<file path="config.mk">
export PLATFORM = sky130hd
export DESIGN_NAME = cpu_clock_select
export DESIGN_NICKNAME = d
export VERILOG_FILES = /design/src/cpu_clock_select.v /design/src/sync3.v
export VERILOG_INCLUDE_DIRS = /design/src /design/src/inc
export SDC_FILE = /design/constraint.sdc
export NUM_CORES = 1
export LEC_CHECK = 0
export BUFFER_PORTS_ARGS = -buffer_cell sky130_fd_sc_hd__buf_2
export CORE_MARGIN = 2
export CORE_UTILIZATION = 32
export DETAILED_ROUTE_END_ITERATION = 6
export GPL_ROUTABILITY_DRIVEN = 0
export MAX_ROUTING_LAYER = met4
export SETUP_SLACK_MARGIN = 0.1
export SLEW_MARGIN = 20
export SYNTH_ARGS = -nofsm -noshare
export SYNTH_HDL_FRONTEND = slang
export SYNTH_HIERARCHICAL = 1
export SYNTH_SLANG_ARGS = --single-unit
</file>
<file path="constraint.sdc">
create_clock -name clock_in -period 2.99 [get_ports clock_in]
set_input_delay 0.897 -clock clock_in [delete_from_list [all_inputs] [get_ports clock_in]]
set_output_delay 0.897 -clock clock_in [all_outputs]
set_load 0.01 [all_outputs]
</file>
<file path="src/inc/clk_sel_map.vh">
// Constants for the CPU clock select and oscillator monitor block
`ifndef CLK_SEL_MAP_VH
`define CLK_SEL_MAP_VH

// Clock mode pin codes
`define MODE_X4        3'h7
`define MODE_X3        3'h6
`define MODE_X8        3'h5
`define MODE_X5        3'h4
`define MODE_DIRECT    3'h3
`define MODE_X10       3'h2
`define MODE_PRESCALE  3'h1
`define MODE_X16       3'h0

// Position of the monitor disable bit in the system config register
`define CFG_MON_DIS_BIT 4

// Monitor overflow: free-running PLL cycles without an input transition
`define MON_OVF_COUNT  5'h10

// Cycles after reset release before the mode pins are captured
`define STRAP_DELAY    2'h3

// Clock source selector states
`define SRC_EXT        2'h0
`define SRC_HOLD       2'h1
`define SRC_BACKUP     2'h2
`define SRC_ARM        2'h3

`endif

</file>
<file path="src/cpu_clock_select.v">
// CPU clock source selection with oscillator monitor and backup switch
//
// Summary of operation
// - Monitor enabled after reset; config bit 4 set disables it.
// - Monitor works only in direct drive or prescaler mode.
// - Free-running PLL clock counts up; input clock transitions clear it.
// - Sixteen PLL cycles without input transition means clock failure.
// - On failure switch CPU clock to PLL clock and raise failure request.
// - Backup clock kept until reset, even if input clock returns.
// - Monitor disabled in direct drive or prescaler mode: CPU clock from input only, PLL powered off.
// - Other mode codes enable PLL, CPU clock is input times factor.
// - Codes 7,6,5,4: input /4, multiply/divide 64/4,48/4,64/2,40/2.
// - Codes 2,0: input /2, 40/2 and 64/2; 3 bypass; 1 halves.
// - In PLL mode resynchronise to the input every F transitions.
// - Mode chosen from three pins after reset release, held until next reset.
// - Code 3: PLL free-running for the monitor, amplifier bypassed, CPU clock straight from pin.
// - Code 1: CPU clock is input halved; half period is input period.
`timescale 1ns/1ps
`default_nettype none
`include "clk_sel_map.vh"

module cpu_clock_select (
   // Clock and reset
   input  wire       clock_in,
   input  wire       rst_b_in,
   // Pins and clock sources
   input  wire       clock_input_pin_in,
   input  wire       pll_clock_in,
   input  wire [2:0] clock_mode_pins_in,
   // Configuration from the system config register
   input  wire [7:0] system_config_register_in,
   // CPU clock and status
   output wire       cpu_clock_out,
   output wire       osc_fail_irq_out,
   output wire       osc_fail_out,
   output wire       monitor_active_out,
   output wire       mode_valid_out,
   output wire [2:0] clock_mode_out,
   // PLL control
   output wire       pll_power_on_out,
   output wire       pll_free_run_out,
   output wire       osc_amp_bypass_out,
   output wire [2:0] pll_in_div_out,
   output wire [6:0] pll_core_mul_out,
   output wire [2:0] pll_core_div_out,
   output wire [4:0] cpu_factor_out,
   output wire       pll_resync_out
);

   // Synchroniser taps
   wire       ext_s2;
   wire       ext_s3;
   wire       pll_s2;
   wire       pll_s3;
   wire [2:0] mode_s2;
   wire [2:0] mode_s3;

   // Filtered levels and edges
   reg        ext_lvl_r;
   reg        pll_lvl_r;
   wire       ext_edge;
   wire       ext_rise;
   wire       pll_rise;

   // Mode capture
   reg  [1:0] strap_cnt_r;
   reg        mode_valid_r;
   reg  [2:0] mode_r;

   // Mode decode
   reg        pll_mode;
   reg  [2:0] in_div;
   reg  [6:0] core_mul;
   reg  [2:0] core_div;
   reg  [4:0] factor;

   // Monitor
   wire       mon_en;
   reg  [4:0] mon_cnt_r;
   reg  [4:0] mon_cnt_nxt;
   reg        fail_r;
   reg        irq_r;

   // Clock generation
   reg  [1:0] src_r;
   reg  [1:0] src_nxt;
   reg        presc_r;
   reg        cpu_clk_r;
   reg        cpu_clk_nxt;
   reg        src_lvl;
   reg  [4:0] sync_cnt_r;
   reg        resync_r;

   sync3 #(.W(1)) u_sync_ext (
      .clock_in   (clock_in),
      .rst_b_in   (rst_b_in),
      .async_in   (clock_input_pin_in),
      .stage2_out (ext_s2),
      .stage3_out (ext_s3)
   );

   sync3 #(.W(1)) u_sync_pll (
      .clock_in   (clock_in),
      .rst_b_in   (rst_b_in),
      .async_in   (pll_clock_in),
      .stage2_out (pll_s2),
      .stage3_out (pll_s3)
   );

   sync3 #(.W(3)) u_sync_mode (
      .clock_in   (clock_in),
      .rst_b_in   (rst_b_in),
      .async_in   (clock_mode_pins_in),
      .stage2_out (mode_s2),
      .stage3_out (mode_s3)
   );

   // A level change is accepted only once stages two and three agree
   assign ext_edge = (ext_s2 == ext_s3) && (ext_s3 != ext_lvl_r);
   assign ext_rise = ext_edge && ext_s3;
   assign pll_rise = (pll_s2 == pll_s3) && pll_s3 && !pll_lvl_r;

   always @(posedge clock_in or negedge rst_b_in) begin
      if (!rst_b_in) begin
         ext_lvl_r <= 1'b0;
         pll_lvl_r <= 1'b0;
      end else begin
         if (ext_s2 == ext_s3) begin
            ext_lvl_r <= ext_s3;
         end
         if (pll_s2 == pll_s3) begin
            pll_lvl_r <= pll_s3;
         end
      end
   end

   // Pins are caught after release, once the synchroniser has settled
   always @(posedge clock_in or negedge rst_b_in) begin
      if (!rst_b_in) begin
         strap_cnt_r  <= 2'h0;
         mode_valid_r <= 1'b0;
         mode_r       <= `MODE_X4;
      end else if (!mode_valid_r) begin
         if (strap_cnt_r == `STRAP_DELAY) begin
            if (mode_s2 == mode_s3) begin
               mode_r       <= mode_s3;
               mode_valid_r <= 1'b1;
            end
         end else begin
            strap_cnt_r <= strap_cnt_r + 2'h1;
         end
      end
   end

   always @* begin
      pll_mode = 1'b1;
      in_div   = 3'h4;
      core_mul = 7'h40;
      core_div = 3'h4;
      factor   = 5'h04;
      case (mode_r)
         `MODE_X4: begin
            in_div   = 3'h4;
            core_mul = 7'h40;
            core_div = 3'h4;
            factor   = 5'h04;
         end
         `MODE_X3: begin
            in_div   = 3'h4;
            core_mul = 7'h30;
            core_div = 3'h4;
            factor   = 5'h03;
         end
         `MODE_X8: begin
            in_div   = 3'h4;
            core_mul = 7'h40;
            core_div = 3'h2;
            factor   = 5'h08;
         end
         `MODE_X5: begin
            in_div   = 3'h4;
            core_mul = 7'h28;
            core_div = 3'h2;
            factor   = 5'h05;
         end
         `MODE_X10: begin
            in_div   = 3'h2;
            core_mul = 7'h28;
            core_div = 3'h2;
            factor   = 5'h0a;
         end
         `MODE_X16: begin
            in_div   = 3'h2;
            core_mul = 7'h40;
            core_div = 3'h2;
            factor   = 5'h10;
         end
         default: begin
            pll_mode = 1'b0;
            in_div   = 3'h0;
            core_mul = 7'h00;
            core_div = 3'h0;
            factor   = 5'h01;
         end
      endcase
   end

   // Monitor runs only on bypass modes and while the disable bit is clear
   assign mon_en = mode_valid_r && !pll_mode &&
                   !system_config_register_in[`CFG_MON_DIS_BIT];

   // An input transition clears even when a PLL edge lands in the same cycle
   always @* begin
      mon_cnt_nxt = mon_cnt_r;
      if (!mon_en || fail_r) begin
         mon_cnt_nxt = 5'h00;
      end else if (ext_edge) begin
         mon_cnt_nxt = 5'h00;
      end else if (pll_rise) begin
         mon_cnt_nxt = mon_cnt_r + 5'h01;
      end
   end

   always @(posedge clock_in or negedge rst_b_in) begin
      if (!rst_b_in) begin
         mon_cnt_r <= 5'h00;
         fail_r    <= 1'b0;
         irq_r     <= 1'b0;
      end else begin
         mon_cnt_r <= mon_cnt_nxt;
         irq_r     <= 1'b0;
         if (!fail_r && mon_cnt_nxt == `MON_OVF_COUNT) begin
            fail_r <= 1'b1;
            irq_r  <= 1'b1;
         end
      end
   end

   // Prescaler: toggles on each input rising edge
   always @(posedge clock_in or negedge rst_b_in) begin
      if (!rst_b_in) begin
         presc_r <= 1'b0;
      end else if (ext_rise) begin
         presc_r <= ~presc_r;
      end
   end

   always @* begin
      if (!mode_valid_r) begin
         src_lvl = 1'b0;
      end else if (pll_mode) begin
         src_lvl = pll_lvl_r;
      end else if (mode_r == `MODE_PRESCALE) begin
         src_lvl = presc_r;
      end else begin
         src_lvl = ext_lvl_r;
      end
   end

   // Cut the long stalled phase, then join the backup clock at a falling edge
   always @* begin
      src_nxt     = src_r;
      cpu_clk_nxt = 1'b0;
      case (src_r)
         `SRC_EXT: begin
            cpu_clk_nxt = src_lvl && !fail_r;
            src_nxt     = fail_r ? `SRC_HOLD : src_r;
         end
         `SRC_HOLD: begin
            src_nxt = pll_lvl_r ? `SRC_ARM : `SRC_HOLD;
         end
         `SRC_ARM: begin
            src_nxt = pll_lvl_r ? `SRC_ARM : `SRC_BACKUP;
         end
         default: begin
            cpu_clk_nxt = pll_lvl_r;
         end
      endcase
   end

   always @(posedge clock_in or negedge rst_b_in) begin
      if (!rst_b_in) begin
         src_r     <= `SRC_EXT;
         cpu_clk_r <= 1'b0;
      end else begin
         src_r     <= src_nxt;
         cpu_clk_r <= cpu_clk_nxt;
      end
   end

   // Resynchronisation pulse every F input transitions in PLL mode
   always @(posedge clock_in or negedge rst_b_in) begin
      if (!rst_b_in) begin
         sync_cnt_r <= 5'h00;
         resync_r   <= 1'b0;
      end else begin
         resync_r <= 1'b0;
         if (!mode_valid_r || !pll_mode) begin
            sync_cnt_r <= 5'h00;
         end else if (ext_edge) begin
            if (sync_cnt_r >= factor - 5'h01) begin
               sync_cnt_r <= 5'h00;
               resync_r   <= 1'b1;
            end else begin
               sync_cnt_r <= sync_cnt_r + 5'h01;
            end
         end
      end
   end

   assign cpu_clock_out      = cpu_clk_r;
   assign osc_fail_irq_out   = irq_r;
   assign osc_fail_out       = fail_r;
   assign monitor_active_out = mon_en && !fail_r;
   assign mode_valid_out     = mode_valid_r;
   assign clock_mode_out     = mode_r;
   // PLL stays powered once it is the backup clock source
   assign pll_power_on_out   = mode_valid_r &&
                               (pll_mode || mon_en || fail_r);
   assign pll_free_run_out   = mode_valid_r && !pll_mode;
   assign osc_amp_bypass_out = mode_valid_r &&
                               (mode_r == `MODE_DIRECT);
   assign pll_in_div_out     = in_div;
   assign pll_core_mul_out   = core_mul;
   assign pll_core_div_out   = core_div;
   assign cpu_factor_out     = factor;
   assign pll_resync_out     = resync_r;

endmodule // cpu_clock_select

`default_nettype wire

</file>
<file path="src/sync3.v">
// Three-stage synchroniser for pin inputs
`timescale 1ns/1ps
`default_nettype none

module sync3 #(
   parameter W = 1
) (
   // Clock and reset
   input  wire         clock_in,
   input  wire         rst_b_in,
   // Asynchronous input
   input  wire [W-1:0] async_in,
   // Second and third stages
   output wire [W-1:0] stage2_out,
   output wire [W-1:0] stage3_out
);

   reg [W-1:0] s1_r;
   reg [W-1:0] s2_r;
   reg [W-1:0] s3_r;

   always @(posedge clock_in or negedge rst_b_in) begin
      if (!rst_b_in) begin
         s1_r <= {W{1'b0}};
         s2_r <= {W{1'b0}};
         s3_r <= {W{1'b0}};
      end else begin
         s1_r <= async_in;
         s2_r <= s1_r;
         s3_r <= s2_r;
      end
   end

   assign stage2_out = s2_r;
   assign stage3_out = s3_r;

endmodule // sync3

`default_nettype wire
</file>
==> results of run 1 <==
[per-stage QoR]
| stage | hold slack (ns) | cell area (um^2) | power (mW) | setup slack (ns) | util |
|---|---|---|---|---|---|
| floorplan | 0.331 | 2000 | 1.34 | 0.134 | - |
| global placement | 0.333 | 2210 | 1.58 | 0.180 | 0.373 |
| detailed placement | 0.335 | 2210 | 1.60 | 0.138 | 0.373 |
| CTS | 0.353 | 2320 | 2.04 | 0.106 | 0.392 |
| global route | 0.363 | 2350 | 2.23 | 0.126 | 0.397 |
| finish | 0.351 | 2350 | 2.05 | 0.257 | 0.397 |
[routing by layer]
metal,up-vias,share of wire
met3,4,0.055
li1,686,-
met5,-,0
met2,33,0.44
met4,0,0.011
met1,625,0.50
[report_power, final]
group,leakage (nW),switching (mW),total (mW),internal (mW)
Sequential,0.475,0.0849,0.712,0.627
Combinational,0.577,0.509,0.907,0.397
Clock,0.0541,0.185,0.432,0.247
[cell families (layout without fill, tap and decap cells)]
logic type | count (synthesis) | count (layout) | synth area share
AO/OA/AOI/OAI | 27 | 27 | 0.0903
XOR/XNOR | 12 | 12 | 0.0534
buffers and inverters | 21 | 55 | 0.0502
AND/OR/NAND/NOR | 60 | 60 | 0.161
multiplexers | 7 | 7 | 0.0388
adder cells (fa/ha/maj) | 15 | 15 | 0.0941
other | 1 | 5 | 0.00191
flip-flops | 40 | 40 | 0.510
[flip-flops by register name, summed over array words and instances, names as in the netlist, 2 cells and up]
name	flops
clock_mode_out	3
src_r	2
strap_cnt_r	2
u_sync_mode/s1_r	3
mon_cnt_r	5
sync_cnt_r	5
u_sync_mode/stage3_out	3
u_sync_mode/stage2_out	3
[final cells by class]
class / count / area (um^2)
Inverter: 11 / 41.3
Tap cell: 75 / 93.8
Sequential cell: 40 / 1000
Timing Repair Buffer: 36 / 190
Fill cell: 598 / 3570
Clock inverter: 3 / 42.5
Multi-Input combinational cell: 126 / 908
Clock buffer: 5 / 68.8
[synth_stat cells, types with 2 or more instances]
cell / n
a21o_1: 3
a21oi_1: 6
and3b_1: 2
buf_4: 5
clkbuf_1: 3
dfrtp_1: 37
dfstp_2: 3
ha_1: 14
inv_1: 11
mux2_2: 5
mux2i_1: 2
nand2_1: 10
nand2b_1: 3
nand3_1: 5
nand3b_1: 3
nand4_1: 2
nor2_1: 17
nor2b_1: 4
nor3_1: 5
o211ai_1: 2
o21ai_0: 5
o21ai_1: 3
xnor2_1: 8
xor2_1: 4
[placed cells by master, fill, tap and decap left out, types with 3 or more instances in the layout]
master / instances
a21o_1: 3
a21oi_1: 6
buf_2: 32
buf_4: 4
clkbuf_8: 5
conb_1: 5
dfrtp_1: 37
dfstp_2: 3
ha_1: 14
inv_1: 11
mux2_2: 5
nand2_1: 10
nand2b_1: 3
nand3_1: 5
nand3b_1: 3
nor2_1: 17
nor2b_1: 4
nor3_1: 4
o21ai_0: 5
o21ai_1: 3
xnor2_1: 8
xor2_1: 4
[path summary, 6_finish.rpt]
check | from | to | slack (ns) | depth (start not counted)
setup / recovery | clock_mode_out[2]$_DFFE_PN1P_ | cpu_factor_out[3] | 0.26 | 5
hold / removal | u_sync_ext/s1_r$_DFF_PN0_ | u_sync_ext/stage2_out$_DFF_PN0_ | 0.35 | 0
setup reg to reg | clock_mode_out[0]$_DFFE_PN1P_ | sync_cnt_r[4]$_DFFE_PN0P_ | 0.29 | 10
hold reg to reg | u_sync_ext/s1_r$_DFF_PN0_ | u_sync_ext/stage2_out$_DFF_PN0_ | 0.35 | 0
max in group asynchronous | rst_b_in | mode_valid_out$_DFF_PN0_ | 1.74 | 1
min in group asynchronous | rst_b_in | u_sync_mode/stage3_out[0]$_DFF_PN0_ | 0.72 | 1
[repair_timing]
action | 4_1_cts | 5_1_grt
setup endpoints to repair | 0 | 7
setup buffers | 0 | 2
gates resized for setup | 0 | 1
hold buffers | 0 | 0
==> results.yml, run 1 <==
global_routing:
  grtUsageMet2: 0.156
  grt_use_met3: 0.0370
  met1_usage: 0.161
  grt_usage: 0.115
  grt_pass1_vias: 1188
  top_usage_layer: "met1"
  grt_max_degree: 41
  grt_first_pass_wirelength_mm: 5.64
  grt_antenna_before_repair: 0
  gr-total-overflow: 0
timing:
  setup_viol_count_final: 0
  fin_crit_sh: 0.914
  relSlewSlack: 0.430
  clock_skew_ns: 0.00565
  rsz0062_at_grt: "false"
  fmax_mhz: 366
  max_slew.worst_pin.slew_ns: 0.855
  hold_viol_final: 0
  finalSetupTns_ns: 0
  layout_min_cycle_time_ns: 2.73
  report.final.slew_viol_count: 0
synthesis:
  synth_area_leader_cell: "dfrtp_1"
  yosysWarningCount: 6
  ys_ff_latch: 40
  synth_top_area_frac: 0.470
  synth-edff-count: 0
  syn-cell-area_um2: 1970
  syn_inst: 183
  synth_cell_type_count: 45
  synth_area_per_cell_um2: 10.8
  synth_area_leaders: "dfrtp_1 (47%), ha_1 (8.9%), dfstp_2 (4.0%)"
  synth_ff_type: "dfrtp_1"
  synthArstFlopShare: 1.00
  ys_seq_area_frac: 0.510
critical_path:
  cp_top_family: "flip-flops"
  worstPathRequired_ns: 2.09
  slowest_delay_ns: 0.53
  crit_chain: "inv_1, ha_1, buf_4, a2111oi_4, buf_2"
  crit_arrival_ns: 1.84
  start_kind: "register"
  worstSetupPathType: "reg -> out"
  crit_buf_inv: 3
  cp_max_fo: 10
  worstSetupEndpointType: "primary output"
  worst_path_max_delay_cell: "dfstp_2"
die:
  num_rows: 28
  die-area_um2: 6790
  io_pins: 45
  initial_core_util: 0.332
  coreArea_um2: 5920
  die_h_um: 82.4
  die_w_um: 82.4
routing:
  routed_wl_mm: 3.48
  drc: 0
  num_vias: 1348
  ant_nets: 0
  wl_per_cell_um: 11.8
  drt_iter0_drc: 43
  firstDrtPassIters: 4
  via_per_inst: 4.55
clock_tree:
  cts_buffers: 5
  numClockSinks: 40
  root_buffer: "clkbuf_8"
  htreeDepth: 2
  cts_tree: "yes"
  clk_path_buf_depth: 2
  clk_latency_ns: 0.29
  clk_pin_slew_ns: 0.08
final_layout:
  fin_cells: 296
  syn2layout_area_growth_pct: 19.4
  drive_gt1_frac: 0.262
  n_antenna_cell: 0
  nNetsFinal: 249
placed_design:
  port_buffers: 32
  place_inst: 286
  dp_hpwl_mm: 2.62
power:
  peakVddDrop_mv: 0.565
  power.density_nw_per_um2: 873
  p_leak_nw: 1.11
job:
  maxCapViolations: 0
hold_path:
  hp-class: "reg -> reg"
outcome:
  status: "finished clean"
(Power assumes the default switching activity.)
==> run 2, diff against run 1 <==
clock period = 2.6 ns   (was 2.99 ns; I/O delays follow)
==> run 2 against run 1 <==
  * First-iteration DRC count is 12% lower
  * Critical path type is now reg -> reg
  * Cell area is 6.4% higher
  * Clock power is 35% higher
==> results.yml, run 2 (same netlist as run 1, synthesis figures left out) <==
outcome:
  status: "finished clean"
placed_design:
  place_inst: 286
  port_buffers: 32
  postPlaceCellArea_um2: 2260
  dp_hpwl_mm: 2.63
clock_tree:
  cts_buffers: 5
  clk_path_buf_depth: 2
  clk_pin_slew_ns: 0.07
  numClockSinks: 40
  htreeDepth: 2
  clk_latency_ns: 0.29
  cts_tree: "yes"
  postCtsHoldBufs: 0
  root_buffer: "clkbuf_8"
hold_path:
  hp-class: "reg -> reg"
die:
  initial_core_util: 0.332
  num_rows: 28
  io_pins: 45
  die_w_um: 82.4
  die_h_um: 82.4
  coreArea_um2: 5920
  die-area_um2: 6790
critical_path:
  worstSetupPathType: "reg -> reg"
  cp_max_fo: 6
  worstSetupEndpointType: "register"
  worstPathRequired_ns: 2.76
  crit_arrival_ns: 2.64
  start_kind: "register"
final_layout:
  syn2layout_area_growth_pct: 27.0
  fin_cells: 303
  drive_gt1_frac: 0.338
  nNetsFinal: 256
  layout_common_cells: "dfrtp_1 (37), buf_2 (32), nor2_1 (16), buf_4 (11)"
  stdcell_area_um2: 2500
  largestRegisters: "mon_cnt_r (5), sync_cnt_r (5)"
  layout_commonest_cell: "dfrtp_1"
  n_antenna_cell: 0
power:
  comb_power_share: 0.486
  power.internal_mw: 1.74
  p_sw_frac: 0.366
  clockPowerShare: 0.212
  switchingPower_mw: 1.01
  power.total_mw: 2.75
  p_leak_nw: 1.16
  peakVddDrop_mv: 0.532
  power.density_nw_per_um2: 1100
  p_seq_frac: 0.302
routing:
  drc: 0
  routed_wl_mm: 3.64
  firstDrtPassIters: 4
  num_vias: 1424
  drt_iter0_drc: 38
  wl_per_cell_um: 12.0
  ant_nets: 0
  via_per_inst: 4.70
global_routing:
  grt_max_degree: 41
  grt_pass1_vias: 1294
  gr-total-overflow: 0
  grt_antenna_before_repair: 0
  grt_first_pass_wirelength_mm: 5.98
  grt_usage: 0.120
timing:
  report.final.slew_viol_count: 0
  relSlewSlack: 0.417
  fin_crit_sh: 0.955
  setup_viol_count_final: 0
  layout_min_cycle_time_ns: 2.48
  clock_skew_ns: 0.00933
  finalSetupTns_ns: 0
  fmax_mhz: 403
  hold_viol_final: 0
  rsz0062_at_grt: "true"
  max_slew.worst_pin.slew_ns: 0.875
job:
  maxCapViolations: 0
-- run 2: critical path, cell delays in order, from the launching register on --
cell      delay (ns)
dfstp_2         0.56
inv_4           0.06
ha_4            0.19
nor2_2          0.07
nand2_1         0.08
ha_2            0.21
nor2b_4         0.12
mux2i_1         0.12
ha_1            0.33
buf_4           0.13
nand3_4         0.07
o211ai_1        0.19
buf_4           0.16
o211ai_1        0.08
-- run 2: routing by layer --
metal,GRT usage,routed length [um]
met1,0.150,1670
met2,0.186,1710
met3,0.0370,217
met4,0.0350,40
met5,-,0
-- run 2: through the flow --
stage | util | hold slack (ns) | setup slack [ns]
6_report | 0.422 | 0.349 | 0.117
5_1_grt | 0.422 | 0.353 | -0.0498
3_5_place_dp | 0.381 | 0.336 | 0.0136
4_1_cts | 0.413 | 0.352 | 0.0914
2_1_floorplan | - | 0.331 | -0.0204
3_3_place_gp | 0.381 | 0.335 | 0.0610
-- run 2: area by class of cell --
type	count	area (um^2)
clock buffers	6	72.6
clock inverters	2	60.1
fillers	580	3420
inverters	11	43.8
multi-input cells	126	982
flip-flops and latches	40	1000
well taps	75	93.8
repair buffers	43	243
-- run 2: final timing paths --
check / from / endpoint / slack (ns) / cells after the start
min in group asynchronous: rst_b_in / mon_cnt_r[0]$_DFF_PN0_ / 0.61 / 1
worst max-delay path: clock_mode_out[2]$_DFFE_PN1P_ / sync_cnt_r[4]$_DFFE_PN0P_ / 0.12 / 13
max in group asynchronous: rst_b_in / osc_fail_out$_DFFE_PN0P_ / 1.44 / 1
worst min-delay path: u_sync_ext/s1_r$_DFF_PN0_ / u_sync_ext/stage2_out$_DFF_PN0_ / 0.35 / 0
worst min register to register: u_sync_ext/s1_r$_DFF_PN0_ / u_sync_ext/stage2_out$_DFF_PN0_ / 0.35 / 0
worst max register to register: clock_mode_out[2]$_DFFE_PN1P_ / sync_cnt_r[4]$_DFFE_PN0P_ / 0.12 / 13
-- run 2: power by group through the flow --
stage | registers [mW] | clock network [mW] | logic [mW]
floorplan | 0.818 | 0 | 0.847
global placement | 0.840 | 0 | 1.09
detailed placement | 0.842 | 0 | 1.11
CTS | 0.831 | 0.603 | 1.20
global route | 0.851 | 0.626 | 1.49
finish | 0.832 | 0.584 | 1.34
-- run 2: repair_timing --
item | 4_1_cts | 5_1_grt
cloned | 0 | 0
resized for setup | 3 | 6
buffers inserted | 5 | 4
pin swaps | 5 | 7
endpoints found under the setup margin | 5 | 10
==> run 3, diff against run 2 <==
CORE_UTILIZATION = 53   (was 32)
PLACE_DENSITY = 0.79   (was default)
==> run 3 against run 2 <==
  * Non-clock buffer count is 2 lower
  * Hold slack worse by 0.0042 ns
  * Cell area decreased by 4.1%
  * Wire length is 7.4% lower
  * First-iteration DRC count grew 37%
  * Largest cell class unchanged
  * Critical path depth shrank 7
  * Die area down 38%
==> results.yml, run 3 (same netlist as run 1, synthesis figures left out) <==
global_routing:
  grt_first_pass_wirelength_mm: 5.66
  grt_max_degree: 41
  grt_usage: 0.179
  grt_antenna_before_repair: 0
  grt_pass1_vias: 1288
  gr-total-overflow: 0
routing:
  drt_iter0_drc: 52
  via_per_inst: 5.20
  wl_per_cell_um: 12.3
  ant_nets: 0
  num_vias: 1426
  drc: 0
  firstDrtPassIters: 4
  routed_wl_mm: 3.37
timing:
  clock_skew_ns: 0.00645
  hold_viol_final: 0
  setup_viol_count_final: 0
  relSlewSlack: 0.446
  fin_crit_sh: 0.971
  layout_min_cycle_time_ns: 2.52
  max_slew.worst_pin.slew_ns: 0.831
  rsz0062_at_grt: "true"
  report.final.slew_viol_count: 0
  fmax_mhz: 396
final_layout:
  layout_commonest_cell: "dfrtp_1"
  seqCellArea_um2: 1000
  syn2layout_area_growth_pct: 21.9
  multi_input_area_um2: 972
  layout_common_cells: "dfrtp_1 (37), buf_2 (32), nor2_1 (16), ha_1 (11), nand2_1 (10)"
  nFillCells: 287
  nNetsFinal: 254
  largestRegisters: "mon_cnt_r (5), sync_cnt_r (5)"
  n_antenna_cell: 0
  fin_cells: 274
  drive_gt1_frac: 0.319
power:
  power.internal_mw: 1.52
  p_sw_frac: 0.386
  p_leak_nw: 1.13
  comb_power_share: 0.497
  clockPowerShare: 0.164
  power.total_mw: 2.47
  power.density_nw_per_um2: 1030
  switchingPower_mw: 0.952
  p_seq_frac: 0.340
  peakVddDrop_mv: 0.468
die:
  io_pins: 45
  die-area_um2: 4220
  initial_core_util: 0.546
  die_w_um: 64.9
  die_h_um: 64.9
  coreArea_um2: 3610
  num_rows: 22
critical_path:
  reg2reg_from: "clock_mode_out[2]$_DFFE_PN1P_"
  rr_endpoint: "sync_cnt_r[4]$_DFFE_PN0P_"
  start_kind: "register"
  cp_max_fo: 7
  reg2reg_depth: 12
  r2r_setup_slack_ns: 0.13
  worstSetupPathType: "reg -> out"
  crit_arrival_ns: 1.74
  worstPathRequired_ns: 1.82
  critPathLaunch: "clock_mode_out[0]$_DFFE_PN1P_"
  worstSetupEndpointType: "primary output"
outcome:
  status: "finished clean"
hold_path:
  min-delay-start: "u_sync_mode/s1_r[2]$_DFF_PN0_"
  worstHoldEndpoint: "u_sync_mode/stage2_out[2]$_DFF_PN0_"
  hold_path_depth: 0
  hp-class: "reg -> reg"
clock_tree:
  clk_pin_slew_ns: 0.07
  clk_path_buf_depth: 2
  root_buffer: "clkbuf_8"
  htreeDepth: 2
  cts_buffers: 5
  numClockSinks: 40
  clk_latency_ns: 0.28
  cts_tree: "yes"
placed_design:
  place_inst: 259
  port_buffers: 32
  dp_hpwl_mm: 2.40
job:
  maxCapViolations: 0
[run 3: repair_timing]
item | in CTS | in global routing
gates resized for setup | 3 | 4
endpoints found under the hold margin | 0 | 0
buffers inserted | 4 | 3
setup endpoints to repair | 4 | 10
pin swaps | 4 | 5
hold buffers | 0 | 0
[run 3: layer usage]
layer / global-route usage / part of all wire
met5: - / 0
met2: 0.285 / 0.47
met1: 0.234 / 0.47
met3: 0.0330 / 0.055
met4: 0.0559 / 0.0021
[run 3: worst max path at each step]
| stage | slack [ns] | to | cells past startpoint |
|---|---|---|---|
| 4_1_cts | 0.11 | sync_cnt_r[4]$_DFFE_PN0P_ | 12 |
| 3_5_place_dp | 0.04 | sync_cnt_r[4]$_DFFE_PN0P_ | 10 |
| 3_3_place_gp | 0.09 | sync_cnt_r[4]$_DFFE_PN0P_ | 10 |
| 6_report | 0.08 | monitor_active_out | 6 |
| 5_1_grt | 0.005 | sync_cnt_r[4]$_DFFE_PN0P_ | 12 |
| 2_1_floorplan | -0.02 | sync_cnt_r[4]$_DFFE_PN0P_ | 13 |
[run 3: cell type report]
type | instances | share of cell area
multi-input combinational | 126 | 0.405
clock buffer | 8 | 0.0376
inverter | 11 | 0.0183
sequential | 40 | 0.419
timing repair buffer | 41 | 0.0949
tap | 48 | 0.0250
[run 3: critical path, cell delays in order, from the launching register on]
cell and delay, ns:
dfstp_2 0.59, ha_4 0.24, buf_4 0.14, buf_4 0.11
nand3b_1 0.15, nor2_1 0.11, buf_2 0.13
[run 3: power by group through the flow]
| stage | logic, mW | clock network, mW | registers, mW |
|---|---|---|---|
| after floorplan | 0.847 | 0 | 0.818 |
| after global placement | 1.07 | 0 | 0.839 |
| after detailed placement | 1.09 | 0 | 0.840 |
| after CTS | 1.16 | 0.419 | 0.832 |
| after global routing | 1.37 | 0.445 | 0.853 |
| final | 1.23 | 0.404 | 0.839 |
[run 3: metrics by stage]
stage	setup WS, ns	utilization	TNS (ns)	hold WS, ns	instance area, um^2
after floorplan	-0.0204	-	-0.0500	0.331	2070
after global placement	0.0875	0.617	0	0.333	2220
after detailed placement	0.0435	0.617	0	0.335	2220
after CTS	0.111	0.653	0	0.347	2360
after global routing	0.00512	0.665	0	0.356	2400
final	0.0765	0.665	0	0.344	2400
